--- config.mk ---
export PLATFORM = sky130hd
export DESIGN_NAME = tem_ctrl
export DESIGN_NICKNAME = d
export VERILOG_FILES = /design/src/rtl/tem_pkg.sv /design/src/rtl/tem_ctrl.sv
export SDC_FILE = /design/constraint.sdc
export NUM_CORES = 1
export LEC_CHECK = 0
export BUFFER_PORTS_ARGS = -buffer_cell sky130_fd_sc_hd__buf_4
export CAP_MARGIN = 40
export CORE_AREA = 2 2 238 240
export DETAILED_ROUTE_END_ITERATION = 10
export DIE_AREA = 0 0 240 242
export GPL_ROUTABILITY_DRIVEN = 0
export HOLD_SLACK_MARGIN = 0.02
export MAX_ROUTING_LAYER = met4
export SETUP_SLACK_MARGIN = 0.1
export SYNTH_ARGS = -nofsm -noshare
export SYNTH_HDL_FRONTEND = slang
export SYNTH_SLANG_ARGS = --single-unit
--- constraint.sdc ---
create_clock -name pclk -period 5.8 [get_ports pclk]
set_input_delay 0.58 -clock pclk [delete_from_list [all_inputs] [get_ports pclk]]
set_output_delay 0.58 -clock pclk [all_outputs]
set_load 0.1 [all_outputs]
--- src/rtl/tem_pkg.sv ---
// constants, types and helpers shared by the trap and emulation mode control block
package tem_pkg;

  // ----------------------------------------------------------------
  // widths
  // ----------------------------------------------------------------
  localparam int DATA_W = 16;
  localparam int ADDR_W = 20;

  // ----------------------------------------------------------------
  // register byte offsets
  // ----------------------------------------------------------------
  localparam logic [11:0] OFF_CMD        = 12'h000;
  localparam logic [11:0] OFF_STATUS     = 12'h004;
  localparam logic [11:0] OFF_FLAGS      = 12'h008;
  localparam logic [11:0] OFF_CODE_SEG   = 12'h00C;
  localparam logic [11:0] OFF_INSTR_PTR  = 12'h010;
  localparam logic [11:0] OFF_STACK_PTR  = 12'h014;
  localparam logic [11:0] OFF_FRAME_PTR  = 12'h018;
  localparam logic [11:0] OFF_DATA_SEG0  = 12'h01C;
  localparam logic [11:0] OFF_STACK_SEG  = 12'h020;
  localparam logic [11:0] OFF_ESC_EA     = 12'h024;
  localparam logic [11:0] OFF_FETCH_ADDR = 12'h028;
  localparam logic [11:0] OFF_DATA_ADDR  = 12'h02C;
  localparam logic [11:0] OFF_STACK_ADDR = 12'h030;

  // ----------------------------------------------------------------
  // fields
  // ----------------------------------------------------------------
  localparam int FLAG_BRK = 8;
  localparam int FLAG_IE  = 9;
  localparam int FLAG_V   = 11;
  localparam int FLAG_MD  = 15;
  localparam logic [15:0] FLAGS_RST = 16'h8000;

  localparam int CMD_OP_LSB  = 0;
  localparam int CMD_VEC_LSB = 8;

  localparam int ST_BUSY    = 0;
  localparam int ST_NATIVE  = 1;
  localparam int ST_STANDBY = 2;
  localparam int ST_HOLD    = 3;
  localparam int ST_ERR     = 4;
  localparam int ST_PEND    = 5;

  // ----------------------------------------------------------------
  // command codes
  // ----------------------------------------------------------------
  localparam logic [3:0] OP_DIV_ERR   = 4'h0;
  localparam logic [3:0] OP_BOUNDS    = 4'h1;
  localparam logic [3:0] OP_OVF_BRK   = 4'h2;
  localparam logic [3:0] OP_BRK_ONE   = 4'h3;
  localparam logic [3:0] OP_BRK_TWO   = 4'h4;
  localparam logic [3:0] OP_ENTER_EMU = 4'h5;
  localparam logic [3:0] OP_NCALL     = 4'h6;
  localparam logic [3:0] OP_LEAVE_EMU = 4'h7;
  localparam logic [3:0] OP_TRAP_RET  = 4'h8;
  localparam logic [3:0] OP_HALT      = 4'h9;
  localparam logic [3:0] OP_ESC_A     = 4'hA;
  localparam logic [3:0] OP_ESC_B     = 4'hB;

  // ----------------------------------------------------------------
  // vectors and addressing
  // ----------------------------------------------------------------
  localparam logic [7:0]  VEC_DIVIDE   = 8'h00;
  localparam logic [7:0]  VEC_BRK_FLAG = 8'h01;
  localparam logic [7:0]  VEC_NMI      = 8'h02;
  localparam logic [7:0]  VEC_ONE_BYTE = 8'h03;
  localparam logic [7:0]  VEC_OVF      = 8'h04;
  localparam logic [7:0]  VEC_BOUNDS   = 8'h05;
  localparam logic [7:0]  VEC_GEN_MIN  = 8'h20;
  localparam logic [19:0] VEC_BASE_HI  = 20'h00002;
  localparam logic [15:0] STACK_STEP   = 16'h0002;

  // ----------------------------------------------------------------
  // types
  // ----------------------------------------------------------------
  typedef enum logic [2:0] {K_PLAIN, K_ENTER, K_NATIVE, K_LEAVE, K_TRET} tem_kind_t;
  typedef enum logic [2:0] {A_NONE, A_TRAP, A_POP, A_HALT, A_ESC, A_DONE, A_REFUSE} tem_act_t;

  typedef struct packed {
    logic              req;
    logic              we;
    logic              escape;
    logic              esc_b;
    logic [ADDR_W-1:0] addr;
    logic [DATA_W-1:0] wdata;
  } tem_mem_t;

  function automatic logic [ADDR_W-1:0] phys(input logic [15:0] seg, input logic [15:0] off);
    phys = {seg, 4'h0} + {4'h0, off};
  endfunction

endpackage

--- src/rtl/tem_ctrl.sv ---
// trap entry/return sequencer, emulation mode flag, standby and apb register file

// Operation
// RL1 - enter emulation: push frame, clear mode, vector
// RL2 - emulation stack pointer is frame pointer
// RL3 - emulation never touches native regs, segments
// RL4 - fetch uses code segment, data uses segment zero
// RL5 - software never nests enter emulation
// RL6 - leave emulation pops frame, sets native mode
// RL7 - native call pushes frame, sets native mode
// RL8 - trap return pops; mode from restored flags
// RL9 - trap return also ends interrupts from emulation
// RL10 - escape: address and read only, data ignored
// RL11 - coprocessor snoops fetches and read cycle
// RL12 - nonmaskable input and enable-gated maskable input
// RL13 - software trap sources raise their vectors
// RL14 - vector table 256 four-byte entries at zero
// RL15 - general vectors only from thirty-two upward
// RL16 - low word to pointer, high word to segment
// RL17 - entry order: vector, flags, segment, pointer
// RL18 - halt enters standby, core clock gated
// RL19 - reset or interrupt ends standby
// RL20 - standby still grants bus hold
// RL21 - standby disables controls, bus held static
// RL22 - top 256 i/o bytes stay unused
// RL23 - mode flag one native, zero emulation
// RL24 - reset and interrupts force native mode
// RL25 - vector address is number times four
module tem_ctrl (
  // clock and reset
  input  wire logic             pclk,
  input  wire logic             presetn,
  // apb slave
  input  wire logic             psel,
  input  wire logic             penable,
  input  wire logic             pwrite,
  input  wire logic [11:0]      paddr,
  input  wire logic [31:0]      pwdata,
  output logic      [31:0]      prdata,
  output logic                  pready,
  output logic                  pslverr,
  // memory master
  output tem_pkg::tem_mem_t     mem_o,
  input  wire logic [15:0]      mem_rdata,
  input  wire logic             mem_ack,
  // pins
  input  wire logic             nmi,
  input  wire logic             int_req,
  input  wire logic [7:0]       int_vector,
  input  wire logic             hold_req,
  output logic                  hold_ack,
  // core status
  output logic                  native_mode,
  output logic                  core_clk_en,
  output logic                  bus_ctrl_en
);

  typedef enum logic [3:0] {
    S_IDLE, S_VEC_LO, S_VEC_HI, S_PUSH_FL, S_PUSH_CS, S_PUSH_IP,
    S_POP_IP, S_POP_CS, S_POP_FL, S_ESC_RD, S_STANDBY
  } tem_state_t;

  tem_state_t          state;
  tem_pkg::tem_kind_t  kind;
  tem_pkg::tem_kind_t  next_kind;
  tem_pkg::tem_act_t   next_act;
  logic [7:0]          next_vec;
  logic                next_esc_b;
  logic                next_from_cmd;

  logic [15:0] flags_word, code_segment, instr_pointer, stack_ptr, frame_ptr;
  logic [15:0] data_segment_zero, stack_seg, esc_ea, temp_offset, temp_base;
  logic [7:0]  vec;
  logic        esc_b;
  logic [3:0]  cmd_op;
  logic [7:0]  cmd_vec;
  logic        cmd_pend, err, nmi_pend, nmi_seen;
  logic [10:0] sync1, sync2;
  logic        nmi_s, int_s, hold_s, nmi_edge;
  logic [7:0]  int_vec_s;
  logic        apb_wr, apb_ok, err_clr, cmd_wr;
  logic        mem_state, st_we;
  logic [19:0] st_addr;
  logic [15:0] st_wdata;
  logic [31:0] rd_mux;

  localparam int CMD_OP_MSB  = tem_pkg::CMD_OP_LSB + 3;
  localparam int CMD_VEC_MSB = tem_pkg::CMD_VEC_LSB + 7;

  // ----------------------------------------------------------------
  // pin synchronisers
  // ----------------------------------------------------------------
  always_ff @(posedge pclk or negedge presetn) begin
    if (!presetn) begin
      sync1 <= '0;
      sync2 <= '0;
    end else begin
      sync1 <= {hold_req, int_req, nmi, int_vector};
      sync2 <= sync1;
    end
  end

  assign int_vec_s = sync2[7:0];
  assign nmi_s     = sync2[8];
  assign int_s     = sync2[9];
  assign hold_s    = sync2[10];
  assign nmi_edge  = nmi_s & ~nmi_seen;

  // ----------------------------------------------------------------
  // apb decode
  // ----------------------------------------------------------------
  always_comb begin
    apb_ok = 1'b1;
    rd_mux = '0;
    case (paddr)
      tem_pkg::OFF_CMD:        rd_mux = {16'h0000, cmd_vec, 4'h0, cmd_op};
      tem_pkg::OFF_STATUS: begin
        rd_mux[tem_pkg::ST_BUSY]    = (state != S_IDLE) && (state != S_STANDBY);
        rd_mux[tem_pkg::ST_NATIVE]  = flags_word[tem_pkg::FLAG_MD];
        rd_mux[tem_pkg::ST_STANDBY] = (state == S_STANDBY);
        rd_mux[tem_pkg::ST_HOLD]    = hold_ack;
        rd_mux[tem_pkg::ST_ERR]     = err;
        rd_mux[tem_pkg::ST_PEND]    = cmd_pend;
      end
      tem_pkg::OFF_FLAGS:      rd_mux = {16'h0000, flags_word};
      tem_pkg::OFF_CODE_SEG:   rd_mux = {16'h0000, code_segment};
      tem_pkg::OFF_INSTR_PTR:  rd_mux = {16'h0000, instr_pointer};
      tem_pkg::OFF_STACK_PTR:  rd_mux = {16'h0000, stack_ptr};
      tem_pkg::OFF_FRAME_PTR:  rd_mux = {16'h0000, frame_ptr};
      tem_pkg::OFF_DATA_SEG0:  rd_mux = {16'h0000, data_segment_zero};
      tem_pkg::OFF_STACK_SEG:  rd_mux = {16'h0000, stack_seg};
      tem_pkg::OFF_ESC_EA:     rd_mux = {16'h0000, esc_ea};
      // RL4 fetch address
      tem_pkg::OFF_FETCH_ADDR: rd_mux = {12'h000, tem_pkg::phys(code_segment, instr_pointer)};
      // RL4 data address
      tem_pkg::OFF_DATA_ADDR:  rd_mux = {12'h000, tem_pkg::phys(data_segment_zero, esc_ea)};
      // RL2 active stack
      tem_pkg::OFF_STACK_ADDR: rd_mux = {12'h000, tem_pkg::phys(stack_seg,
                                         flags_word[tem_pkg::FLAG_MD] ? stack_ptr : frame_ptr)};
      default:                 apb_ok = 1'b0;
    endcase
  end

  assign pready  = 1'b1;
  assign pslverr = psel & penable & ~apb_ok;
  assign apb_wr  = psel & penable & pwrite & apb_ok;
  assign err_clr = apb_wr && (paddr == tem_pkg::OFF_STATUS) && pwdata[tem_pkg::ST_ERR];
  assign cmd_wr  = apb_wr && (paddr == tem_pkg::OFF_CMD);

  // read data is sampled in the setup phase so the access phase answers at once
  always_ff @(posedge pclk or negedge presetn) begin
    if (!presetn) begin
      prdata <= '0;
    end else if (psel && !penable && !pwrite) begin
      prdata <= rd_mux;
    end
  end

  // ----------------------------------------------------------------
  // next action when idle
  // ----------------------------------------------------------------
  always_comb begin
    next_act      = tem_pkg::A_NONE;
    next_vec      = '0;
    next_kind     = tem_pkg::K_PLAIN;
    next_esc_b    = 1'b0;
    next_from_cmd = 1'b0;
    // RL12 nonmaskable first
    if (nmi_pend) begin
      next_act  = tem_pkg::A_TRAP;
      next_vec  = tem_pkg::VEC_NMI;
      next_kind = tem_pkg::K_NATIVE;
    // RL13 break flag trap
    end else if (flags_word[tem_pkg::FLAG_BRK]) begin
      next_act = tem_pkg::A_TRAP;
      next_vec = tem_pkg::VEC_BRK_FLAG;
    // RL12 maskable, RL15 general vectors only
    end else if (int_s && flags_word[tem_pkg::FLAG_IE] && (int_vec_s >= tem_pkg::VEC_GEN_MIN)) begin
      next_act  = tem_pkg::A_TRAP;
      next_vec  = int_vec_s;
      next_kind = tem_pkg::K_NATIVE;
    end else if (cmd_pend) begin
      next_from_cmd = 1'b1;
      next_act      = tem_pkg::A_TRAP;
      next_vec      = cmd_vec;
      // RL13 software sources
      case (cmd_op)
        tem_pkg::OP_DIV_ERR:  next_vec = tem_pkg::VEC_DIVIDE;
        tem_pkg::OP_BOUNDS:   next_vec = tem_pkg::VEC_BOUNDS;
        tem_pkg::OP_BRK_ONE:  next_vec = tem_pkg::VEC_ONE_BYTE;
        tem_pkg::OP_BRK_TWO:  next_vec = cmd_vec;
        tem_pkg::OP_OVF_BRK: begin
          next_vec = tem_pkg::VEC_OVF;
          if (!flags_word[tem_pkg::FLAG_V]) next_act = tem_pkg::A_DONE;
        end
        // RL1 native only; RL5 nesting refused; RL15 vector range
        tem_pkg::OP_ENTER_EMU: begin
          next_kind = tem_pkg::K_ENTER;
          if (!flags_word[tem_pkg::FLAG_MD] || cmd_vec < tem_pkg::VEC_GEN_MIN) next_act = tem_pkg::A_REFUSE;
        end
        // RL7 emulation only; RL15 vector range
        tem_pkg::OP_NCALL: begin
          next_kind = tem_pkg::K_NATIVE;
          if (flags_word[tem_pkg::FLAG_MD] || cmd_vec < tem_pkg::VEC_GEN_MIN) next_act = tem_pkg::A_REFUSE;
        end
        // RL6 decoded only in emulation
        tem_pkg::OP_LEAVE_EMU: begin
          next_kind = tem_pkg::K_LEAVE;
          next_act  = flags_word[tem_pkg::FLAG_MD] ? tem_pkg::A_REFUSE : tem_pkg::A_POP;
        end
        tem_pkg::OP_TRAP_RET: begin
          next_kind = tem_pkg::K_TRET;
          next_act  = tem_pkg::A_POP;
        end
        // RL18 halt from either mode
        tem_pkg::OP_HALT:     next_act = tem_pkg::A_HALT;
        tem_pkg::OP_ESC_A:    next_act = tem_pkg::A_ESC;
        tem_pkg::OP_ESC_B: begin
          next_act   = tem_pkg::A_ESC;
          next_esc_b = 1'b1;
        end
        default:              next_act = tem_pkg::A_REFUSE;
      endcase
    end
  end

  // ----------------------------------------------------------------
  // memory cycle of the current state
  // ----------------------------------------------------------------
  always_comb begin
    mem_state = 1'b1;
    st_we     = 1'b0;
    st_wdata  = '0;
    st_addr   = tem_pkg::phys(stack_seg, stack_ptr);
    case (state)
      // RL14 RL25 table at zero, entry times four, offset word first
      S_VEC_LO:  st_addr = {10'h000, vec, 2'b00};
      S_VEC_HI:  st_addr = {10'h000, vec, 2'b00} + tem_pkg::VEC_BASE_HI;
      // RL2 trap frames always go to the native stack
      S_PUSH_FL: begin
        st_we    = 1'b1;
        st_addr  = tem_pkg::phys(stack_seg, stack_ptr - tem_pkg::STACK_STEP);
        st_wdata = flags_word;
      end
      S_PUSH_CS: begin
        st_we    = 1'b1;
        st_addr  = tem_pkg::phys(stack_seg, stack_ptr - tem_pkg::STACK_STEP);
        st_wdata = code_segment;
      end
      S_PUSH_IP: begin
        st_we    = 1'b1;
        st_addr  = tem_pkg::phys(stack_seg, stack_ptr - tem_pkg::STACK_STEP);
        st_wdata = instr_pointer;
      end
      S_POP_IP, S_POP_CS, S_POP_FL: st_addr = tem_pkg::phys(stack_seg, stack_ptr);
      // RL4 RL10 escape read at data segment zero
      S_ESC_RD:  st_addr = tem_pkg::phys(data_segment_zero, esc_ea);
      default:   mem_state = 1'b0;
    endcase
  end

  // ----------------------------------------------------------------
  // sequencer and architectural state
  // ----------------------------------------------------------------
  always_ff @(posedge pclk or negedge presetn) begin
    if (!presetn) begin
      state             <= S_IDLE;
      kind              <= tem_pkg::K_PLAIN;
      // RL24 RL23 reset leaves the core native
      flags_word        <= tem_pkg::FLAGS_RST;
      code_segment      <= '0;
      instr_pointer     <= '0;
      stack_ptr         <= '0;
      frame_ptr         <= '0;
      data_segment_zero <= '0;
      stack_seg         <= '0;
      esc_ea            <= '0;
      temp_offset       <= '0;
      temp_base         <= '0;
      vec               <= '0;
      esc_b             <= 1'b0;
      cmd_op            <= '0;
      cmd_vec           <= '0;
      cmd_pend          <= 1'b0;
      err               <= 1'b0;
      nmi_pend          <= 1'b0;
      nmi_seen          <= 1'b0;
      mem_o             <= '0;
    end else begin
      nmi_seen <= nmi_s;
      if (err_clr) err <= 1'b0;
      case (state)
        S_IDLE: if (!hold_ack) begin
          // software may load the register set only while nothing is in flight
          if (apb_wr) begin
            case (paddr)
              tem_pkg::OFF_FLAGS:     flags_word        <= pwdata[15:0];
              tem_pkg::OFF_CODE_SEG:  code_segment      <= pwdata[15:0];
              tem_pkg::OFF_INSTR_PTR: instr_pointer     <= pwdata[15:0];
              tem_pkg::OFF_STACK_PTR: stack_ptr         <= pwdata[15:0];
              tem_pkg::OFF_FRAME_PTR: frame_ptr         <= pwdata[15:0];
              tem_pkg::OFF_DATA_SEG0: data_segment_zero <= pwdata[15:0];
              tem_pkg::OFF_STACK_SEG: stack_seg         <= pwdata[15:0];
              tem_pkg::OFF_ESC_EA:    esc_ea            <= pwdata[15:0];
              default: ;
            endcase
          end
          if (next_from_cmd) cmd_pend <= 1'b0;
          if (next_act == tem_pkg::A_TRAP && next_kind == tem_pkg::K_NATIVE && !next_from_cmd) begin
            nmi_pend <= 1'b0;
          end
          vec   <= next_vec;
          kind  <= next_kind;
          esc_b <= next_esc_b;
          case (next_act)
            tem_pkg::A_TRAP:   state <= S_VEC_LO;
            tem_pkg::A_POP:    state <= S_POP_IP;
            tem_pkg::A_ESC:    state <= S_ESC_RD;
            tem_pkg::A_HALT:   state <= S_STANDBY;
            tem_pkg::A_REFUSE: err   <= 1'b1;
            default: ;
          endcase
        end
        // RL19 interrupt request wakes; RL20 not while hold is granted
        S_STANDBY: if (!hold_ack && (nmi_pend || int_s)) begin
          state <= S_IDLE;
        end
        default: if (mem_state) begin
          if (!mem_o.req) begin
            mem_o <= '{req: 1'b1, we: st_we, escape: (state == S_ESC_RD), esc_b: esc_b,
                       addr: st_addr, wdata: st_wdata};
          end else if (mem_ack) begin
            mem_o <= '0;
            case (state)
              // RL16 RL17 offset and base into temporaries
              S_VEC_LO: begin
                temp_offset <= mem_rdata;
                state       <= S_VEC_HI;
              end
              S_VEC_HI: begin
                temp_base <= mem_rdata;
                state     <= S_PUSH_FL;
              end
              // RL17 flags pushed, then enable and break cleared
              S_PUSH_FL: begin
                stack_ptr                       <= stack_ptr - tem_pkg::STACK_STEP;
                flags_word[tem_pkg::FLAG_IE]    <= 1'b0;
                flags_word[tem_pkg::FLAG_BRK]   <= 1'b0;
                // RL1 enter emulation clears mode
                if (kind == tem_pkg::K_ENTER) flags_word[tem_pkg::FLAG_MD] <= 1'b0;
                // RL7 RL24 native call and interrupts force native
                if (kind == tem_pkg::K_NATIVE) flags_word[tem_pkg::FLAG_MD] <= 1'b1;
                state <= S_PUSH_CS;
              end
              // RL16 base to code segment
              S_PUSH_CS: begin
                stack_ptr    <= stack_ptr - tem_pkg::STACK_STEP;
                code_segment <= temp_base;
                state        <= S_PUSH_IP;
              end
              // RL16 offset to instruction pointer
              S_PUSH_IP: begin
                stack_ptr     <= stack_ptr - tem_pkg::STACK_STEP;
                instr_pointer <= temp_offset;
                state         <= S_IDLE;
              end
              S_POP_IP: begin
                stack_ptr     <= stack_ptr + tem_pkg::STACK_STEP;
                instr_pointer <= mem_rdata;
                state         <= S_POP_CS;
              end
              S_POP_CS: begin
                stack_ptr    <= stack_ptr + tem_pkg::STACK_STEP;
                code_segment <= mem_rdata;
                state        <= S_POP_FL;
              end
              // RL8 RL9 restored mode bit selects decoding
              S_POP_FL: begin
                stack_ptr  <= stack_ptr + tem_pkg::STACK_STEP;
                flags_word <= mem_rdata;
                // RL6 leave emulation always lands native
                if (kind == tem_pkg::K_LEAVE) flags_word[tem_pkg::FLAG_MD] <= 1'b1;
                state <= S_IDLE;
              end
              // RL10 returned data deliberately dropped
              default: state <= S_IDLE;
            endcase
          end
        end else begin
          state <= S_IDLE;
        end
      endcase
      // a command written while another waits is refused
      if (cmd_wr) begin
        if (cmd_pend) begin
          err <= 1'b1;
        end else begin
          cmd_pend <= 1'b1;
          cmd_op   <= pwdata[CMD_OP_MSB:tem_pkg::CMD_OP_LSB];
          cmd_vec  <= pwdata[CMD_VEC_MSB:tem_pkg::CMD_VEC_LSB];
        end
      end
      // new edge wins over the acceptance clear
      if (nmi_edge) nmi_pend <= 1'b1;
    end
  end

  // ----------------------------------------------------------------
  // bus hold, standby gating and status outputs
  // ----------------------------------------------------------------
  // RL20 hold granted only between sequences, so no access is cut short
  always_ff @(posedge pclk or negedge presetn) begin
    if (!presetn) begin
      hold_ack <= 1'b0;
    end else if (!hold_s) begin
      hold_ack <= 1'b0;
    end else if ((state == S_IDLE || state == S_STANDBY) && !mem_o.req) begin
      hold_ack <= 1'b1;
    end
  end

  // RL18 RL21 core clock gated and controls off in standby
  always_ff @(posedge pclk or negedge presetn) begin
    if (!presetn) begin
      core_clk_en <= 1'b1;
      bus_ctrl_en <= 1'b1;
      native_mode <= 1'b1;
    end else begin
      core_clk_en <= (state != S_STANDBY);
      bus_ctrl_en <= (state != S_STANDBY) && !hold_ack;
      // RL23 mode flag drives decoding
      native_mode <= flags_word[tem_pkg::FLAG_MD];
    end
  end

  // RL3 no path here writes source, destination, accumulator or other segments;
  // emulation code reaches only the frame pointer as its stack

endmodule // tem_ctrl

* Word level (Yosys, flattened, before mapping)
Cells that the tools add are included.
** Cells by class
- Shift-type cells :: 0
- Equality and inequality tests :: 57
- $lt $le $gt $ge :: 2
- Add/sub/neg operators :: 8
- Multipliers :: 0
- Bitwise gates (word level) :: 11
- Mux-type cells :: 101
- Reduce and logical (&&, ||, !) cells :: 62
- Divide/modulo/power cells :: 0
** Operators with widths (number)
- 16-bit 2-to-1 mux :: 25
- 16-bit case mux with 2 select lines :: 7
- 14-bit case mux with 12 select lines :: 1
- 20-bit by 16-bit adder with 20-bit output :: 5
- 40-bit 2-to-1 mux :: 2
- 20-bit case mux with 4 select lines :: 1
- 6-bit case mux with 13 select lines :: 1
- 12-bit by 6-bit == test with 1-bit output, second input constant :: 5
- 12-bit by 5-bit == test with 1-bit output, second input constant :: 4
- 16-bit case mux with 3 select lines :: 1
- 8-bit 2-to-1 mux :: 5
- 8-bit AND reduction :: 5
- 3-bit 2-to-1 mux :: 12
- 4-bit by 3-bit == test with 1-bit output, second input constant :: 8
- 1-bit 2-to-1 mux :: 32
- 8-bit case mux with 4 select lines :: 1
- 4-bit == test, second input constant :: 7
- 12-bit by 4-bit == test with 1-bit output, second input constant :: 2
- 3-bit case mux with 8 select lines :: 1
- 4-bit case mux with 6 select lines :: 1
- 4-bit 2-to-1 mux :: 5
- 16-bit by 2-bit adder with 16-bit output, second input constant :: 1
- 4-bit by 2-bit == test with 1-bit output, second input constant :: 4
- 4-bit case mux with 4 select lines :: 1
- other kinds (39) :: 104
** Storage, ports and cells
- Memories :: 0
- Bits in writable memories :: 0
- Bits in registers :: 290
- ROM bits :: 0
- Output and inout port bits :: 78
- Input bits :: 77
- Word-level logic and storage cells :: 276
- Bits in latches :: 0

* Depth between registers and ports, before layout
- Depth in word-level cells :: 15
- Gate-level depth with buffers :: 18
- Depth with buffers taken out :: 17

* Worst setup path after synthesis
OpenSTA, ideal clock, no wires.
- Path type :: register -> register
- Start point :: reg state[1]
- End point :: reg mem_o[34] (netlist name)
- Period minus slack after synthesis :: 4.028 ns
- Required time :: 5.656 ns
- Setup time :: 0.144 ns
- Stages on the path, launching flop included :: 19
- Data arrival time :: 3.883 ns
- Buffers on the path :: 3
- Slack :: 1.772 ns
- Cells stage by stage :: dfrtp_1 buf_2 or2_1 buf_2 nor2_1 nor3_1 clkbuf_1 nor2b_1 xor2_1 ha_1 fa_1 a21o_1 a31oi_1 a211oi_1 o31a_1 o21a_1 o211ai_1 xor2_1 o221ai_1
** Between the ends
- Longest elaborated chain between the ends :: 4
- Elaborated cells between the ends (all ways) :: 19
- Those cells by class :: eq/ne: 10; mux: 3; bitwise: 1; reduce/logical: 5
** RTL lines
- start: declaration :: RTL line tem_ctrl.sv:63 : tem_state_t state;
- start signal: assignment :: RTL line tem_ctrl.sv:267 : state <= S_IDLE;
- start signal: assignment :: RTL line tem_ctrl.sv:316 : tem_pkg::A_TRAP: state <= S_VEC_LO;
- start signal: assignment :: RTL line tem_ctrl.sv:317 : tem_pkg::A_POP: state <= S_POP_IP;
- 4-bit by 2-bit == test with 1-bit output, or another cell as far along :: RTL line tem_ctrl.sv:235 : case (state)
- 3-bit OR reduction (no source line), or another cell as far along
- 20-bit case mux with 4 select lines, or another cell as far along :: RTL line tem_ctrl.sv:235
- 40-bit 2-to-1 mux or 3-bit AND reduction (tied branches)
- end signal: assignment :: RTL line tem_ctrl.sv:330 : mem_o <= '{req: 1'b1, we: st_we, escape: (state == S_ESC_RD), esc_b: esc_b,
- end: declaration :: RTL line tem_ctrl.sv:43 : output tem_pkg::tem_mem_t mem_o,
Several ways; a longest one is shown, not always the timed one.
A chain may end at the register's enable or synchronous reset.

* Worst setup path after layout
- Start point :: reg state[1]
- End point :: reg mem_o[33] (netlist name)
The elaborated chain is that of the path after synthesis.

==> flow_summary.toml <==
[global_route]
grt_first_pass_wirelength_um = 93200
grt_pass1_vias = 14600
grtUsageTotal = 0.217
antenna_found_initial = 0
grt_max_degree = 171
gr-total-overflow = 0

[synthesis]
yosys.area_share.simple = 0.149
syn_avg_cell_area_um2 = 9.73
synth-xor-area-share = 0.0319
yosysWarnings = 0
synth_top_area_share = 0.417
ys_ff_latch = 278
synth.area.mux_share = 0.106
synth_adder_area_share = 0.0444
synth_top_family_by_area = "compound AO/OA/AOI/OAI gates"
synth-compound-area-share = 0.211
syn_area_um2 = 16500
yosys.area.top_type = "dfrtp_1"
synthTopCellsByArea = "dfrtp_1 42%, mux2_2 8.6%, nand2_1 5.2%"
async_reset_ff_frac = 1.00
synth_cell_type_count = 89
seq_area_frac_synth = 0.423
synth_edf_count = 0
synth_ff_type = "dfrtp_1"
syn_inst = 1691

[pwr]
clockPowerShare = 0.244
p_seq_frac = 0.375
p_per_area_nw_per_um2 = 409
switching_share = 0.437
switchingPower_mw = 3.47
power_frac_comb = 0.382
ir_drop_uv = 251
p_leak_nw = 8.79
power.internal_mw = 4.47

[finish]
fin_nets = 1935
instances_no_fill = 2583
area_growth_pct = 17.9
design_area_um2 = 19400
drive_above_1_share = 0.211

[placement]
dp_hpwl_um = 46000
placed_cells = 2525
dpl-instance-area_um2 = 18400
place_ws_ns = 1.21
port_buffers = 125

[timing]
relSlewSlack = 0.358
clock.fmax_mhz = 212
period_share = 0.813
final-setup-viol-count = 0
slew_violations = 0
clock_skew_ns = 0.0113
worst_slack_ns = 1.08
worst_pin_slew_ns = 0.963
post-route-min-period_ns = 4.72
hold_viol = 0
rsz0062_at_grt = "false"
finalHoldWorstSlack_ns = 0.0968
tns_ns = 0

[clock_tree]
cts_root_buffer = "clkbuf_16"
cts.clk_slew.worst_paths_ns = 0.07
cts_sinks = 278
clock_path_buffers = 3
post_cts_resized = 0
clk_latency_ns = 0.59
cts.htree.levels = 1
cts_tree = "done"
cts_buffers = 30

[critical_path]
cp.arrival_ns = 5.16
path_class = "reg2reg"
path_max_fanout = 17
start_kind = "flip-flop"
worstPathRequired_ns = 6.24
endpoint_kind = "flip-flop"

[routing]
vias = 14900
drt-vias-per-instance = 5.75
drc = 0
drt_iter0_drc = 1797
first_pass_iters = 9
wirelength_um = 61500
wl_per_cell_um = 23.8
final_antenna_net_count = 0

[floorplan]
rows = 87
dieHeight_um = 242
die-area_um2 = 58100
ios = 155
start_util = 0.295
die_w_um = 240
coreArea_um2 = 55700

[run_status]
status = "complete, no violations"

[worst_hold_path]
hp-class = "in2reg"

[job]
cap_violations = 0
==> state kept, by name (all words and copies together), names as in the netlist, 3 cells and up <==
| signal | cells |
|---|---|
| mem_o | 40 |
| prdata | 20 |
| code_segment | 16 |
| data_segment_zero | 16 |
| esc_ea | 16 |
| flags_word | 16 |
| frame_ptr | 16 |
| instr_pointer | 16 |
| stack_ptr | 16 |
| stack_seg | 16 |
| temp_base | 16 |
| temp_offset | 16 |
| sync1 | 11 |
| sync2 | 11 |
| cmd_vec | 8 |
| vec | 8 |
| cmd_op | 4 |
| state | 4 |
| kind | 3 |
==> what timing repair did <==
action,in CTS,in global routing
setup buffers,0,0
hold buffers,1,0
endpoints found under the hold margin,53,0
==> area by class of cell <==
cell class | instances | area [um2]
Tap cell | 756 | 946
Multi-Input combinational cell | 1297 | 9010
Fill cell | 5675 | 36300
Clock buffer | 44 | 925
Timing Repair Buffer | 171 | 1390
Sequential cell | 278 | 6960
Clock inverter | 12 | 78.8
Inverter | 24 | 90.1
Antenna cell | 1 | 2.50
==> through the flow <==
step	utilization	power [mW]
finish	0.348	7.94
floorplan	-	4.96
global route	0.348	8.36
detailed placement	0.330	5.97
CTS	0.348	7.92
global placement	0.326	5.86
==> kinds of logic (layout without fill, tap and decap cells) <==
group	count (synthesis)	count (layout)
AOI/OAI and AO/OA	489	489
xor gates and xnor gates	60	60
adders and majority gates	56	56
buffers and inverters	127	251
DFF	278	278
muxes	157	157
other	2	14
and+or+nand+nor	522	522
==> critical path, stage by stage (launching register included) <==
cell     delay [ns]
dfrtp_1        0.65
or2_1          0.47
nor2_1         0.10
buf_4          0.23
nor3_1         0.35
buf_4          0.27
nor2_1         0.08
xnor2_1        0.30
ha_1           0.35
a211o_1        0.28
a21oi_1        0.27
o21a_1         0.20
o21ai_0        0.19
a41oi_1        0.50
mux2i_1        0.24
o21ai_0        0.09
==> worst paths after layout <==
| kind | startpoint | to | slack, ns | cells after the start |
|---|---|---|---|---|
| worst min-delay path | int_vector[2] | sync1[2] | 0.1 | 1 |
| worst max register to register | state[1] | mem_o[33] | 1.08 | 15 |
| worst max-delay path | state[1] | mem_o[33] | 1.08 | 15 |
| min in group asynchronous | presetn | sync2[10] | 0.58 | 2 |
| max in group asynchronous | presetn | data_segment_zero[15] | 3.88 | 3 |
| worst min register to register | sync1[6] | sync2[6] | 0.34 | 0 |
==> cells in the final DEF, fill, tap and decap left out, types with 24 or more instances in the layout <==
| cell | instances |
|---|---|
| nor2_1 | 125 |
| o21ai_0 | 81 |
| nand3_1 | 31 |
| a21o_1 | 29 |
| a22o_1 | 28 |
| dfrtp_1 | 274 |
| inv_1 | 24 |
| a22oi_1 | 50 |
| a31oi_1 | 42 |
| mux2_2 | 126 |
| clkbuf_16 | 31 |
| a21oi_1 | 73 |
| xnor2_1 | 27 |
| nand2_1 | 229 |
| buf_4 | 154 |
| ha_1 | 52 |
| xor2_1 | 33 |
==> cells in the mapped netlist, types with 13 or more instances <==
library cell    n
o21ai_0        82
clkbuf_1       69
mux2_2        126
nand2_1       229
a311oi_1       16
nor2_1        125
and3_1         13
a21oi_1        73
nand2b_1       13
o21a_1         13
nor2b_1        14
a21o_1         29
nand3_1        31
ha_1           52
xor2_1         33
nor3_1         24
a22o_1         28
dfrtp_1       274
buf_4          15
a221oi_1       22
inv_1          24
mux2i_1        21
xnor2_1        27
a22oi_1        50
a31oi_1        42
==> power by group through the flow <==
| stage | clock network [mW] | logic (mW) | registers (mW) |
|---|---|---|---|
| floorplan | 0 | 1.91 | 3.05 |
| detailed placement | 0 | 3.00 | 2.97 |
| global route | 2.05 | 3.29 | 3.02 |
| finish | 1.94 | 3.03 | 2.98 |
| CTS | 1.97 | 3.02 | 2.93 |
| global placement | 0 | 2.91 | 2.95 |
==> metal layers <==
layer,track usage,share of wire,vias to the layer above
met3,0.0345,0.091,146
met2,0.331,0.45,817
met4,0.0910,0.049,0
li1,-,-,6513
met1,0.285,0.41,7384
met5,-,0,-
(Power assumes the default switching activity.)
